`src/inc/fp_bounce_pkg.sv`:
```
// Constants for the potential floating-point exception detector.
// Assumes exponents arrive as signed biased values wide enough to hold out-of-range sums.
package fp_bounce_pkg;

  localparam int exp_width = 13;

  // Operation codes presented with each issued instruction.
  typedef enum logic [4:0] {
    add_family_op = 5'h00,
    multiply_family_op = 5'h01,
    mul_acc_op = 5'h02,
    mul_sub_acc_op = 5'h03,
    neg_mul_acc_op = 5'h04,
    neg_mul_sub_acc_op = 5'h05,
    divide_op = 5'h06,
    square_root_op = 5'h07,
    copy_op = 5'h08,
    absolute_op = 5'h09,
    negate_op = 5'h0a,
    single_to_double_conv = 5'h0b,
    double_to_single_conv = 5'h0c,
    unsigned_int_to_float = 5'h0d,
    signed_int_to_float = 5'h0e,
    float_to_unsigned = 5'h0f,
    float_to_unsigned_trunc = 5'h10,
    float_to_signed = 5'h11,
    float_to_signed_trunc = 5'h12,
    compare_op = 5'h13
  } fp_op_t;

  // Rounding mode encoding.
  localparam logic [1:0] round_nearest = 2'h0;
  localparam logic [1:0] round_plus = 2'h1;
  localparam logic [1:0] round_minus = 2'h2;
  localparam logic [1:0] round_zero = 2'h3;

  // Overflow thresholds shared by like-sign addition, multiply and divide, and a separate one for narrowing.
  localparam logic signed [12:0] dp_over_min = 13'sh07fd;
  localparam logic signed [12:0] sp_over_min = 13'sh00fd;
  localparam logic signed [12:0] dp_sp_over_min = 13'sh047d;
  // Underflow thresholds: an exponent at or below these bounces.
  localparam logic signed [12:0] sp_under_like = 13'sh0000;
  localparam logic signed [12:0] dp_under_like = 13'sh0000;
  localparam logic signed [12:0] sp_under_unlike = 13'sh001f;
  localparam logic signed [12:0] dp_under_unlike = 13'sh003f;
  localparam logic signed [12:0] sp_under_div = 13'sh0001;
  localparam logic signed [12:0] dp_under_div = 13'sh0001;
  localparam logic signed [12:0] dp_sp_under = 13'sh0380;

  // Float-to-integer ranges on the unbiased magnitude exponent.
  localparam logic signed [12:0] sp_bias = 13'sh007f;
  localparam logic signed [12:0] dp_bias = 13'sh03ff;
  localparam logic signed [12:0] sp_exp_max = 13'sh00ff;
  localparam logic signed [12:0] dp_exp_max = 13'sh07ff;
  localparam logic signed [12:0] int_all_at = 13'sh0020;
  localparam logic signed [12:0] int_u_or_s_at = 13'sh001f;
  localparam logic signed [12:0] int_snz_at = 13'sh001e;

  // Float-to-integer response classes.
  typedef enum logic [4:0] {
    resp_none = 5'h00,
    resp_all = 5'h01,
    resp_signed = 5'h02,
    resp_signed_except_trunc = 5'h04,
    resp_unsigned = 5'h08,
    resp_unsigned_except_trunc = 5'h10
  } int_resp_t;

endpackage

```
`src/rtl/fp_potential_exception_detector.sv`:
```
// Potential exception detector: flags instructions to bounce to support code.
// Assumes the issuing core supplies the initial biased result exponent per instruction,
// the operand signs for additions, and the float operand fields for integer conversions.
`timescale 1ns/1ps

// Notes on behaviour
// - Multiply-accumulate significands reach below four, exponent may rise by two.
// - Multiply-accumulate uses the add and multiply family threshold ranges.
// - Divide checks only the dividend minus divisor exponent, biased.
// - Divide never increments exponent but may decrement once in normalisation.
// - Divide overflow ranges equal the like-sign addition overflow ranges.
// - Divide bounces at quotient exponent 0x7fd double or 0xfd single and above.
// - Divide bounces at or below minimum normal, 0x01 single or 0x001 double.
// - Divide quotient exponent 0x02 single or 0x002 double is normal.
// - Square root never flags overflow or underflow.
// - Copy, absolute and negate never bounce.
// - Only double-to-single conversion flags range; single-to-double never does.
// - Double-to-single bounces at exponent 0x47d and above, normal at 0x47c.
// - Double-to-single bounces at exponent 0x380 and below, normal from 0x381.
// - Integer-to-float conversions never bounce on range.
// - Float-to-integer out-of-range is invalid operation, never overflow or underflow.
// - Float-to-integer thresholds depend on rounding mode, widest for signed truncation.
// - Response classes: all, signed, signed except trunc, unsigned, unsigned except trunc.
// - Like-sign and unlike-sign addition share overflow ranges; unlike-sign underflow ranges are more pessimistic.
module fp_potential_exception_detector
  import fp_bounce_pkg::*;
(
  input wire logic clock,
  input wire logic rstn,
  input wire logic issue_valid,
  input wire fp_op_t issue_op,
  input wire logic double_prec,
  input wire logic flush_to_zero,
  input wire logic [1:0] round_mode,
  input wire logic sign_a,
  input wire logic sign_b,
  input wire logic signed [12:0] result_exp,
  input wire logic op_sign,
  input wire logic [10:0] op_exp,
  input wire logic op_mant_nonzero,
  output logic done,
  output logic bounce,
  output logic overflow_risk,
  output logic underflow_risk,
  output logic invalid_risk
);

  logic next_over;
  logic next_under;
  logic next_invalid;
  logic like_sign;
  logic signed [12:0] over_limit;
  logic signed [12:0] under_limit;
  logic signed [12:0] full_exp;
  logic signed [12:0] unbiased;
  logic is_nan_inf;
  logic is_signed_conv;
  logic is_trunc;
  int_resp_t int_class;

  // Subtraction flips the second sign, so like-sign means signs agree after that flip.
  assign like_sign = (sign_a == sign_b);

  // The like-sign overflow limit already carries the extra margin for a double increment,
  // so every arithmetic family shares one overflow comparator per precision.
  assign over_limit = double_prec ? dp_over_min : sp_over_min;

  always_comb begin
    under_limit = double_prec ? dp_under_like : sp_under_like;
    case (issue_op)
      add_family_op: begin
        if (!like_sign) begin
          under_limit = double_prec ? dp_under_unlike : sp_under_unlike;
        end
      end
      divide_op: begin
        // Normalisation may shift left once, so the minimum normal exponent also bounces.
        under_limit = double_prec ? dp_under_div : sp_under_div;
      end
      default: begin
        under_limit = double_prec ? dp_under_like : sp_under_like;
      end
    endcase
  end

  // Float-to-integer classification on the operand's own exponent.
  // Single precision keeps its exponent in the low eight bits; the upper bits are ignored.
  assign full_exp = double_prec ? {2'h0, op_exp} : {5'h00, op_exp[7:0]};
  assign unbiased = full_exp - (double_prec ? dp_bias : sp_bias);
  assign is_nan_inf = (full_exp == (double_prec ? dp_exp_max : sp_exp_max));
  assign is_signed_conv = (issue_op == float_to_signed) || (issue_op == float_to_signed_trunc);
  assign is_trunc = (issue_op == float_to_signed_trunc) ||
                    (issue_op == float_to_unsigned_trunc) || (round_mode == round_zero);

  always_comb begin
    int_class = resp_none;
    if (is_nan_inf || (unbiased >= int_all_at)) begin
      int_class = resp_all;
    end else if (op_sign) begin
      // Negative operands other than zero go to support code for unsigned results; the signed edge
      // at exactly minus two to the thirty-first is left pessimistic.
      if (unbiased >= int_u_or_s_at) begin
        int_class = resp_all;
      end else if (full_exp != 13'sh0000 || op_mant_nonzero) begin
        int_class = resp_unsigned;
      end else begin
        int_class = resp_none;
      end
    end else if (unbiased >= int_u_or_s_at) begin
      int_class = resp_signed;
    end else if (unbiased >= int_snz_at) begin
      int_class = resp_signed_except_trunc;
    end else begin
      int_class = resp_none;
    end
  end

  always_comb begin
    next_over = 1'b0;
    next_under = 1'b0;
    next_invalid = 1'b0;
    case (issue_op)
      add_family_op, multiply_family_op, mul_acc_op, mul_sub_acc_op, neg_mul_acc_op,
      neg_mul_sub_acc_op, divide_op: begin
        next_over = (result_exp >= over_limit);
        next_under = (result_exp <= under_limit) && !flush_to_zero;
      end
      double_to_single_conv: begin
        next_over = (result_exp >= dp_sp_over_min);
        next_under = (result_exp <= dp_sp_under) && !flush_to_zero;
      end
      float_to_unsigned, float_to_unsigned_trunc, float_to_signed, float_to_signed_trunc: begin
        case (int_class)
          resp_all: next_invalid = 1'b1;
          resp_signed: next_invalid = is_signed_conv;
          resp_signed_except_trunc: next_invalid = is_signed_conv && !is_trunc;
          resp_unsigned: next_invalid = !is_signed_conv;
          resp_unsigned_except_trunc: next_invalid = !is_signed_conv && !is_trunc;
          default: next_invalid = 1'b0;
        endcase
      end
      default: begin
        // Square root, copy, absolute, negate, widening, integer-to-float and compare.
        next_over = 1'b0;
        next_under = 1'b0;
      end
    endcase
  end

  always_ff @(posedge clock or negedge rstn) begin
    if (!rstn) begin
      done <= 1'b0;
    end else begin
      done <= issue_valid;
    end
  end

  always_ff @(posedge clock or negedge rstn) begin
    if (!rstn) begin
      overflow_risk <= 1'b0;
      underflow_risk <= 1'b0;
      invalid_risk <= 1'b0;
      bounce <= 1'b0;
    end else begin
      overflow_risk <= issue_valid && next_over;
      underflow_risk <= issue_valid && next_under;
      invalid_risk <= issue_valid && next_invalid;
      bounce <= issue_valid && (next_over || next_under || next_invalid);
    end
  end

  div_over_a: assert property (@(posedge clock) disable iff (!rstn)
    issue_valid && issue_op == divide_op && double_prec && result_exp == 13'sh07fd
    |=> bounce && overflow_risk)
    else $error("divide at double overflow edge did not bounce");

  div_under_a: assert property (@(posedge clock) disable iff (!rstn)
    issue_valid && issue_op == divide_op && !double_prec && !flush_to_zero &&
    result_exp == 13'sh0001 |=> bounce && underflow_risk)
    else $error("divide at single minimum normal did not bounce");

  div_normal_a: assert property (@(posedge clock) disable iff (!rstn)
    issue_valid && issue_op == divide_op && result_exp == 13'sh0002 |=> !bounce)
    else $error("divide at exponent two bounced");

  narrow_over_a: assert property (@(posedge clock) disable iff (!rstn)
    issue_valid && issue_op == double_to_single_conv && result_exp == 13'sh047c
    |=> !overflow_risk)
    else $error("narrowing at 0x47c flagged overflow");

  narrow_under_a: assert property (@(posedge clock) disable iff (!rstn)
    issue_valid && issue_op == double_to_single_conv && !flush_to_zero &&
    result_exp == 13'sh0380 |=> underflow_risk)
    else $error("narrowing at 0x380 did not flag underflow");

  quiet_ops_a: assert property (@(posedge clock) disable iff (!rstn)
    issue_valid && (issue_op inside {copy_op, absolute_op, negate_op, square_root_op,
    single_to_double_conv, unsigned_int_to_float, signed_int_to_float}) |=> !bounce)
    else $error("range-safe operation bounced");

  int_invalid_a: assert property (@(posedge clock) disable iff (!rstn)
    issue_valid && (issue_op inside {float_to_unsigned, float_to_unsigned_trunc,
    float_to_signed, float_to_signed_trunc}) |=> !overflow_risk && !underflow_risk)
    else $error("float-to-integer flagged overflow or underflow");

  trunc_signed_a: assert property (@(posedge clock) disable iff (!rstn)
    issue_valid && issue_op == float_to_signed_trunc && !op_sign && !is_nan_inf &&
    unbiased == 13'sh001e |=> !bounce)
    else $error("signed truncation bounced in its widest range");

  bounce_cause_a: assert property (@(posedge clock) disable iff (!rstn)
    bounce |-> done && (overflow_risk || underflow_risk || invalid_risk))
    else $error("bounce without a cause");

  mac_over_a: assert property (@(posedge clock) disable iff (!rstn)
    issue_valid && issue_op == mul_acc_op && !double_prec && result_exp == 13'sh00fd
    |=> overflow_risk)
    else $error("multiply-accumulate at single overflow edge not flagged");

  mac_double_a: assert property (@(posedge clock) disable iff (!rstn)
    issue_valid && issue_op == mul_acc_op && double_prec && result_exp == 13'sh07fd
    |=> bounce && overflow_risk)
    else $error("multiply-accumulate at double overflow edge not flagged");

  mac_under_a: assert property (@(posedge clock) disable iff (!rstn)
    issue_valid && issue_op == neg_mul_acc_op && double_prec && !flush_to_zero &&
    result_exp == 13'sh0000 |=> underflow_risk)
    else $error("multiply-accumulate at zero exponent not flagged");

  mac_min_normal_a: assert property (@(posedge clock) disable iff (!rstn)
    issue_valid && issue_op == neg_mul_sub_acc_op && !double_prec &&
    result_exp == 13'sh0001 |=> !underflow_risk)
    else $error("multiply-accumulate at minimum normal flagged underflow");

  mul_below_over_a: assert property (@(posedge clock) disable iff (!rstn)
    issue_valid && issue_op == multiply_family_op && !double_prec &&
    result_exp == 13'sh00fc |=> !overflow_risk)
    else $error("multiply below single overflow edge flagged");

  div_single_over_a: assert property (@(posedge clock) disable iff (!rstn)
    issue_valid && issue_op == divide_op && !double_prec && result_exp == 13'sh00fd
    |=> bounce && overflow_risk)
    else $error("divide at single overflow edge did not bounce");

  div_single_edge_a: assert property (@(posedge clock) disable iff (!rstn)
    issue_valid && issue_op == divide_op && !double_prec && result_exp == 13'sh00fc
    |=> !overflow_risk)
    else $error("divide below single overflow edge flagged");

  div_double_edge_a: assert property (@(posedge clock) disable iff (!rstn)
    issue_valid && issue_op == divide_op && double_prec && result_exp == 13'sh07fc
    |=> !overflow_risk)
    else $error("divide below double overflow edge flagged");

  div_double_min_a: assert property (@(posedge clock) disable iff (!rstn)
    issue_valid && issue_op == divide_op && double_prec && !flush_to_zero &&
    result_exp == 13'sh0001 |=> bounce && underflow_risk)
    else $error("divide at double minimum normal did not bounce");

  div_negative_a: assert property (@(posedge clock) disable iff (!rstn)
    issue_valid && issue_op == divide_op && !flush_to_zero &&
    result_exp < 13'sh0000 |=> bounce && underflow_risk)
    else $error("divide with negative quotient exponent did not bounce");

  narrow_top_a: assert property (@(posedge clock) disable iff (!rstn)
    issue_valid && issue_op == double_to_single_conv && result_exp == 13'sh047d
    |=> bounce && overflow_risk)
    else $error("narrowing at 0x47d did not bounce");

  narrow_low_ok_a: assert property (@(posedge clock) disable iff (!rstn)
    issue_valid && issue_op == double_to_single_conv && result_exp == 13'sh0381
    |=> !underflow_risk)
    else $error("narrowing at 0x381 flagged underflow");

  narrow_ftz_a: assert property (@(posedge clock) disable iff (!rstn)
    issue_valid && issue_op == double_to_single_conv && flush_to_zero
    |=> !underflow_risk)
    else $error("narrowing flagged underflow while flushing");

  widen_quiet_a: assert property (@(posedge clock) disable iff (!rstn)
    issue_valid && issue_op == single_to_double_conv
    |=> !overflow_risk && !underflow_risk)
    else $error("widening flagged a range risk");

  int_to_float_a: assert property (@(posedge clock) disable iff (!rstn)
    issue_valid && (issue_op inside {unsigned_int_to_float, signed_int_to_float})
    |=> !bounce)
    else $error("integer-to-float conversion bounced");

  sqrt_quiet_a: assert property (@(posedge clock) disable iff (!rstn)
    issue_valid && issue_op == square_root_op
    |=> !overflow_risk && !underflow_risk)
    else $error("square root flagged a range risk");

  f2i_nan_a: assert property (@(posedge clock) disable iff (!rstn)
    issue_valid && (issue_op inside {float_to_unsigned, float_to_unsigned_trunc,
    float_to_signed, float_to_signed_trunc}) && is_nan_inf |=> bounce && invalid_risk)
    else $error("float-to-integer of a special value did not bounce");

  signed_edge_a: assert property (@(posedge clock) disable iff (!rstn)
    issue_valid && issue_op == float_to_signed && round_mode != round_zero && !op_sign &&
    !is_nan_inf && unbiased == 13'sh001e |=> invalid_risk)
    else $error("signed rounding conversion at upper range did not bounce");

  unsigned_neg_a: assert property (@(posedge clock) disable iff (!rstn)
    issue_valid && issue_op == float_to_unsigned_trunc && op_sign && !is_nan_inf &&
    full_exp != 13'sh0000 |=> invalid_risk)
    else $error("unsigned conversion of a negative value did not bounce");

  signed_neg_ok_a: assert property (@(posedge clock) disable iff (!rstn)
    issue_valid && issue_op == float_to_signed && op_sign && !is_nan_inf &&
    unbiased < 13'sh001f |=> !invalid_risk)
    else $error("signed conversion of a small negative value bounced");

  neg_zero_a: assert property (@(posedge clock) disable iff (!rstn)
    issue_valid && issue_op == float_to_unsigned && full_exp == 13'sh0000 &&
    !op_mant_nonzero |=> !bounce)
    else $error("unsigned conversion of zero bounced");

  like_under_a: assert property (@(posedge clock) disable iff (!rstn)
    issue_valid && issue_op == add_family_op && !double_prec && like_sign &&
    result_exp == 13'sh001f |=> !underflow_risk)
    else $error("like-sign addition at 0x1f flagged underflow");

  unlike_under_a: assert property (@(posedge clock) disable iff (!rstn)
    issue_valid && issue_op == add_family_op && !double_prec && !like_sign &&
    !flush_to_zero && result_exp == 13'sh001f |=> underflow_risk)
    else $error("unlike-sign addition at 0x1f not flagged");

  add_over_a: assert property (@(posedge clock) disable iff (!rstn)
    issue_valid && issue_op == add_family_op && double_prec && !like_sign &&
    result_exp == 13'sh07fd |=> overflow_risk)
    else $error("unlike-sign addition at double overflow edge not flagged");

  ftz_mask_a: assert property (@(posedge clock) disable iff (!rstn)
    issue_valid && flush_to_zero
    |=> !underflow_risk)
    else $error("underflow flagged while flushing to zero");

  idle_quiet_a: assert property (@(posedge clock) disable iff (!rstn)
    !issue_valid
    |=> !done && !bounce && !overflow_risk && !underflow_risk && !invalid_risk)
    else $error("output raised without an issued instruction");

  done_follow_a: assert property (@(posedge clock) disable iff (!rstn)
    issue_valid
    |=> done)
    else $error("issued instruction not answered");

  bounce_any_a: assert property (@(posedge clock) disable iff (!rstn)
    done && (overflow_risk || underflow_risk || invalid_risk)
    |-> bounce)
    else $error("detected risk without a bounce");

  compare_quiet_a: assert property (@(posedge clock) disable iff (!rstn)
    issue_valid && issue_op == compare_op
    |=> !bounce)
    else $error("compare bounced");

endmodule

```
`config.mk`:
```
export PLATFORM = sky130hd
export DESIGN_NAME = fp_potential_exception_detector
export DESIGN_NICKNAME = d
export VERILOG_FILES = /design/src/inc/fp_bounce_pkg.sv /design/src/rtl/fp_potential_exception_detector.sv
export SDC_FILE = /design/constraint.sdc
export NUM_CORES = 1
export LEC_CHECK = 0
export BUFFER_PORTS_ARGS = -buffer_cell sky130_fd_sc_hd__buf_2
export CAP_MARGIN = 25
export CELL_PAD_IN_SITES_DETAIL_PLACEMENT = 1
export CELL_PAD_IN_SITES_GLOBAL_PLACEMENT = 1
export CORE_UTILIZATION = 36
export CTS_CLUSTER_DIAMETER = 150
export DETAILED_ROUTE_END_ITERATION = 8
export HOLD_SLACK_MARGIN = 0.1
export PLACE_DENSITY = 0.86
export SETUP_SLACK_MARGIN = 0.4
export SLEW_MARGIN = 10
export SYNTH_ARGS = -nofsm -noshare
export SYNTH_HDL_FRONTEND = slang
export SYNTH_SLANG_ARGS = --single-unit
```
`constraint.sdc`:
```
create_clock -name clock -period 1.03 [get_ports clock]
set_input_delay 0.1545 -clock clock [delete_from_list [all_inputs] [get_ports clock]]
set_output_delay 0.1545 -clock clock [all_outputs]
set_load 0.02 [all_outputs]
```
==> flow_summary.json <==
{
  "place.port_buffers": 44,
  "syn_nets": 191,
  "cp.arrival_ns": 2.09,
  "gr-total-overflow": 0,
  "status": "finished with violations",
  "worst-setup-path-type": "in2reg",
  "vias": 1914,
  "comb_power_share": 0.619,
  "switching_share": 0.442,
  "timing.hold.ws_ns": 0.215,
  "yosysTopAreaCellShare": 0.165,
  "drive_above_1_share": 0.567,
  "synth.largest_area_cell": "ha_1",
  "min_period_ns": 1.99,
  "clock_path_buffers": 2,
  "synth_area_leaders": "ha_1, dfrtp_1, nand3_1, o31ai_1, a21oi_1",
  "die_w_um": 56.3,
  "fmax_mhz": 503,
  "violations": "negative setup slack",
  "vias_per_cell": 7.31,
  "detail_route.wl_per_cell_um": 30.8,
  "routabilityCongestion": 0.783,
  "synthFlopType": "dfrtp_1",
  "numPlacedInstances": 253,
  "slew_headroom": 0.696,
  "dr.pass1.iters": 4,
  "crit_path_end_kind": "flip-flop",
  "cts_root_buf": "clkbuf_4",
  "grt_max_degree": 8,
  "ant_nets": 0,
  "diodes": 0,
  "cts_tree": "yes",
  "yosys.cell_types.count": 48,
  "fp.dieArea_um2": 3170,
  "drc": 0,
  "cts_sinks": 5,
  "yosysSeqAreaShare": 0.118,
  "synthToLayoutAreaGrowth_pct": 86.6,
  "power.internal_w": 0.000702,
  "hold_violations": 0,
  "synth_cells": 137,
  "grt_pass1_wl_um": 10700,
  "ir_drop_uv": 679,
  "antenna_found_initial": 1,
  "syn-mean-instance-area_um2": 7.74,
  "start_util": 0.381,
  "p_leak_nw": 0.885,
  "synth_edf_count": 0,
  "clkPwrFrac": 0.214,
  "slew_violations": 0,
  "ios": 45,
  "syn_area_um2": 1060,
  "synthArstFlopShare": 1.00,
  "coreArea_um2": 2780,
  "crit_required_ns": 1.13,
  "final_util": 0.712,
  "start_kind": "primary input",
  "worstPathMaxFanout": 3,
  "clkTransAtPathRegs_ns": 0.06,
  "p_per_area_nw_per_um2": 636,
  "numCtsBuffers": 3,
  "final_cells": 262,
  "synth-seq-cells": 5,
  "yosys_warnings": 0,
  "grt_pass1_vias": 2049,
  "routed_wl_um": 8060,
  "setup_violations": 4,
  "hp-class": "in2reg",
  "fin_nets": 286,
  "tightest_slew_ns": 0.453,
  "pwr-share-seq": 0.167,
  "setup_ws_ns": -0.958,
  "dr.first_iter.drc_count": 158,
  "rsz0062_at_grt": "true",
  "max_cap_viol_count": 0,
  "switchingPower_w": 0.000557,
  "period_share": 1.93,
  "h-tree-depth": 1,
  "rows": 19,
  "die_y_um": 56.3,
  "grt_usage": 0.449,
  "dp_hpwl_um": 3920
}
## sequential cells by signal, indices dropped and copies added, names as in the netlist
signal,count
invalid_risk,1
overflow_risk,1
underflow_risk,1
done,1
bounce,1
## synth_stat cells (3+ instances only)
| library cell | n |
|---|---|
| nor3_1 | 4 |
| o21ai_0 | 8 |
| nand2_1 | 8 |
| a21oi_1 | 8 |
| o211ai_1 | 3 |
| nor3b_1 | 3 |
| nand3_1 | 11 |
| inv_1 | 9 |
| dfrtp_1 | 5 |
| o31ai_1 | 6 |
| nor2_1 | 9 |
| nand4_1 | 3 |
| ha_1 | 14 |
| nor4_1 | 6 |
## power by group through the flow
| stage | logic [W] | clock network (W) | registers (W) |
|---|---|---|---|
| 3_3_place_gp | 0.000516 | 0 | 0.000209 |
| 4_1_cts | 0.000638 | 0.000239 | 0.000209 |
| 5_1_grt | 0.000802 | 0.000307 | 0.000210 |
| 2_1_floorplan | 0.000230 | 0 | 0.000221 |
| 6_report | 0.000779 | 0.000270 | 0.000210 |
| 3_5_place_dp | 0.000566 | 0 | 0.000210 |
## metrics by stage
step | setup TNS (ns) | cell area, µm² | setup WS (ns) | power, W
after global placement | -3.35 | 1700 | -0.954 | 0.000726
final | -3.18 | 1980 | -0.958 | 0.00126
after floorplan | -2.29 | 1150 | -0.717 | 0.000451
after global routing | -3.19 | 1980 | -0.921 | 0.00132
after detailed placement | -3.77 | 1700 | -1.10 | 0.000776
after CTS | -2.55 | 1920 | -0.789 | 0.00109
## worst max-delay path, stage by stage
cell and delay [ns]:
buf_8 0.10, xnor2_4 0.15, nor2_4 0.11, nand4_1 0.12, ha_1 0.34, and3b_1 0.22
nor3b_2 0.16, nor3_1 0.19, o21ai_1 0.10, nor3b_2 0.18, nand4bb_1 0.25
## repair_timing
item / CTS / global route
hold endpoints to repair: 5 / 0
pin swaps: 17 / 6
setup endpoints to repair: 9 / 9
resized for setup: 33 / 12
setup buffers: 4 / 0
hold buffers: 1 / 0
## cell type report
| cell class | instances | area [µm²] |
|---|---|---|
| fill | 304 | 802 |
| sequential | 5 | 125 |
| inverter | 9 | 37.5 |
| timing repair buffer | 93 | 656 |
| clock buffer | 4 | 26.3 |
| multi-input combinational | 120 | 1100 |
| tap | 31 | 38.8 |
## final timing paths
kind                       depth (start not counted)   startpoint  slack [ns]       endpoint
max                                               11       sign_b       -0.96         bounce
min                                                2  issue_valid        0.22           done
max in group asynchronous                          2         rstn        0.65  overflow_risk
min in group asynchronous                          2         rstn        0.24         bounce
## per-layer routing
metal  vias to the layer above  routed length (µm)  global-route usage
li1                        736                   -                   -
met1                       880                2640               0.440
met2                       201                3670               0.825
met3                        97                 896              0.0853
met4                         0                 844               0.338
met5                         -                   0                   0
## layout by cell type (no fill, tap or decap), types with 5 or more instances in the layout
cell type,n
dfrtp_1,5
buf_6,8
inv_1,8
ha_1,10
buf_2,36
nand3_1,9
nand2_1,8
buf_4,46
a21oi_1,6
nor2_1,7
## kinds of logic after synthesis
kind of cell | synth area share
compound gates | 0.264
fa+ha+maj | 0.165
xor+xnor | 0.0248
buf+inv | 0.0542
flops | 0.118
simple gates | 0.343
mux | 0.0307
Note: power is estimated with default switching activity, not from simulation.
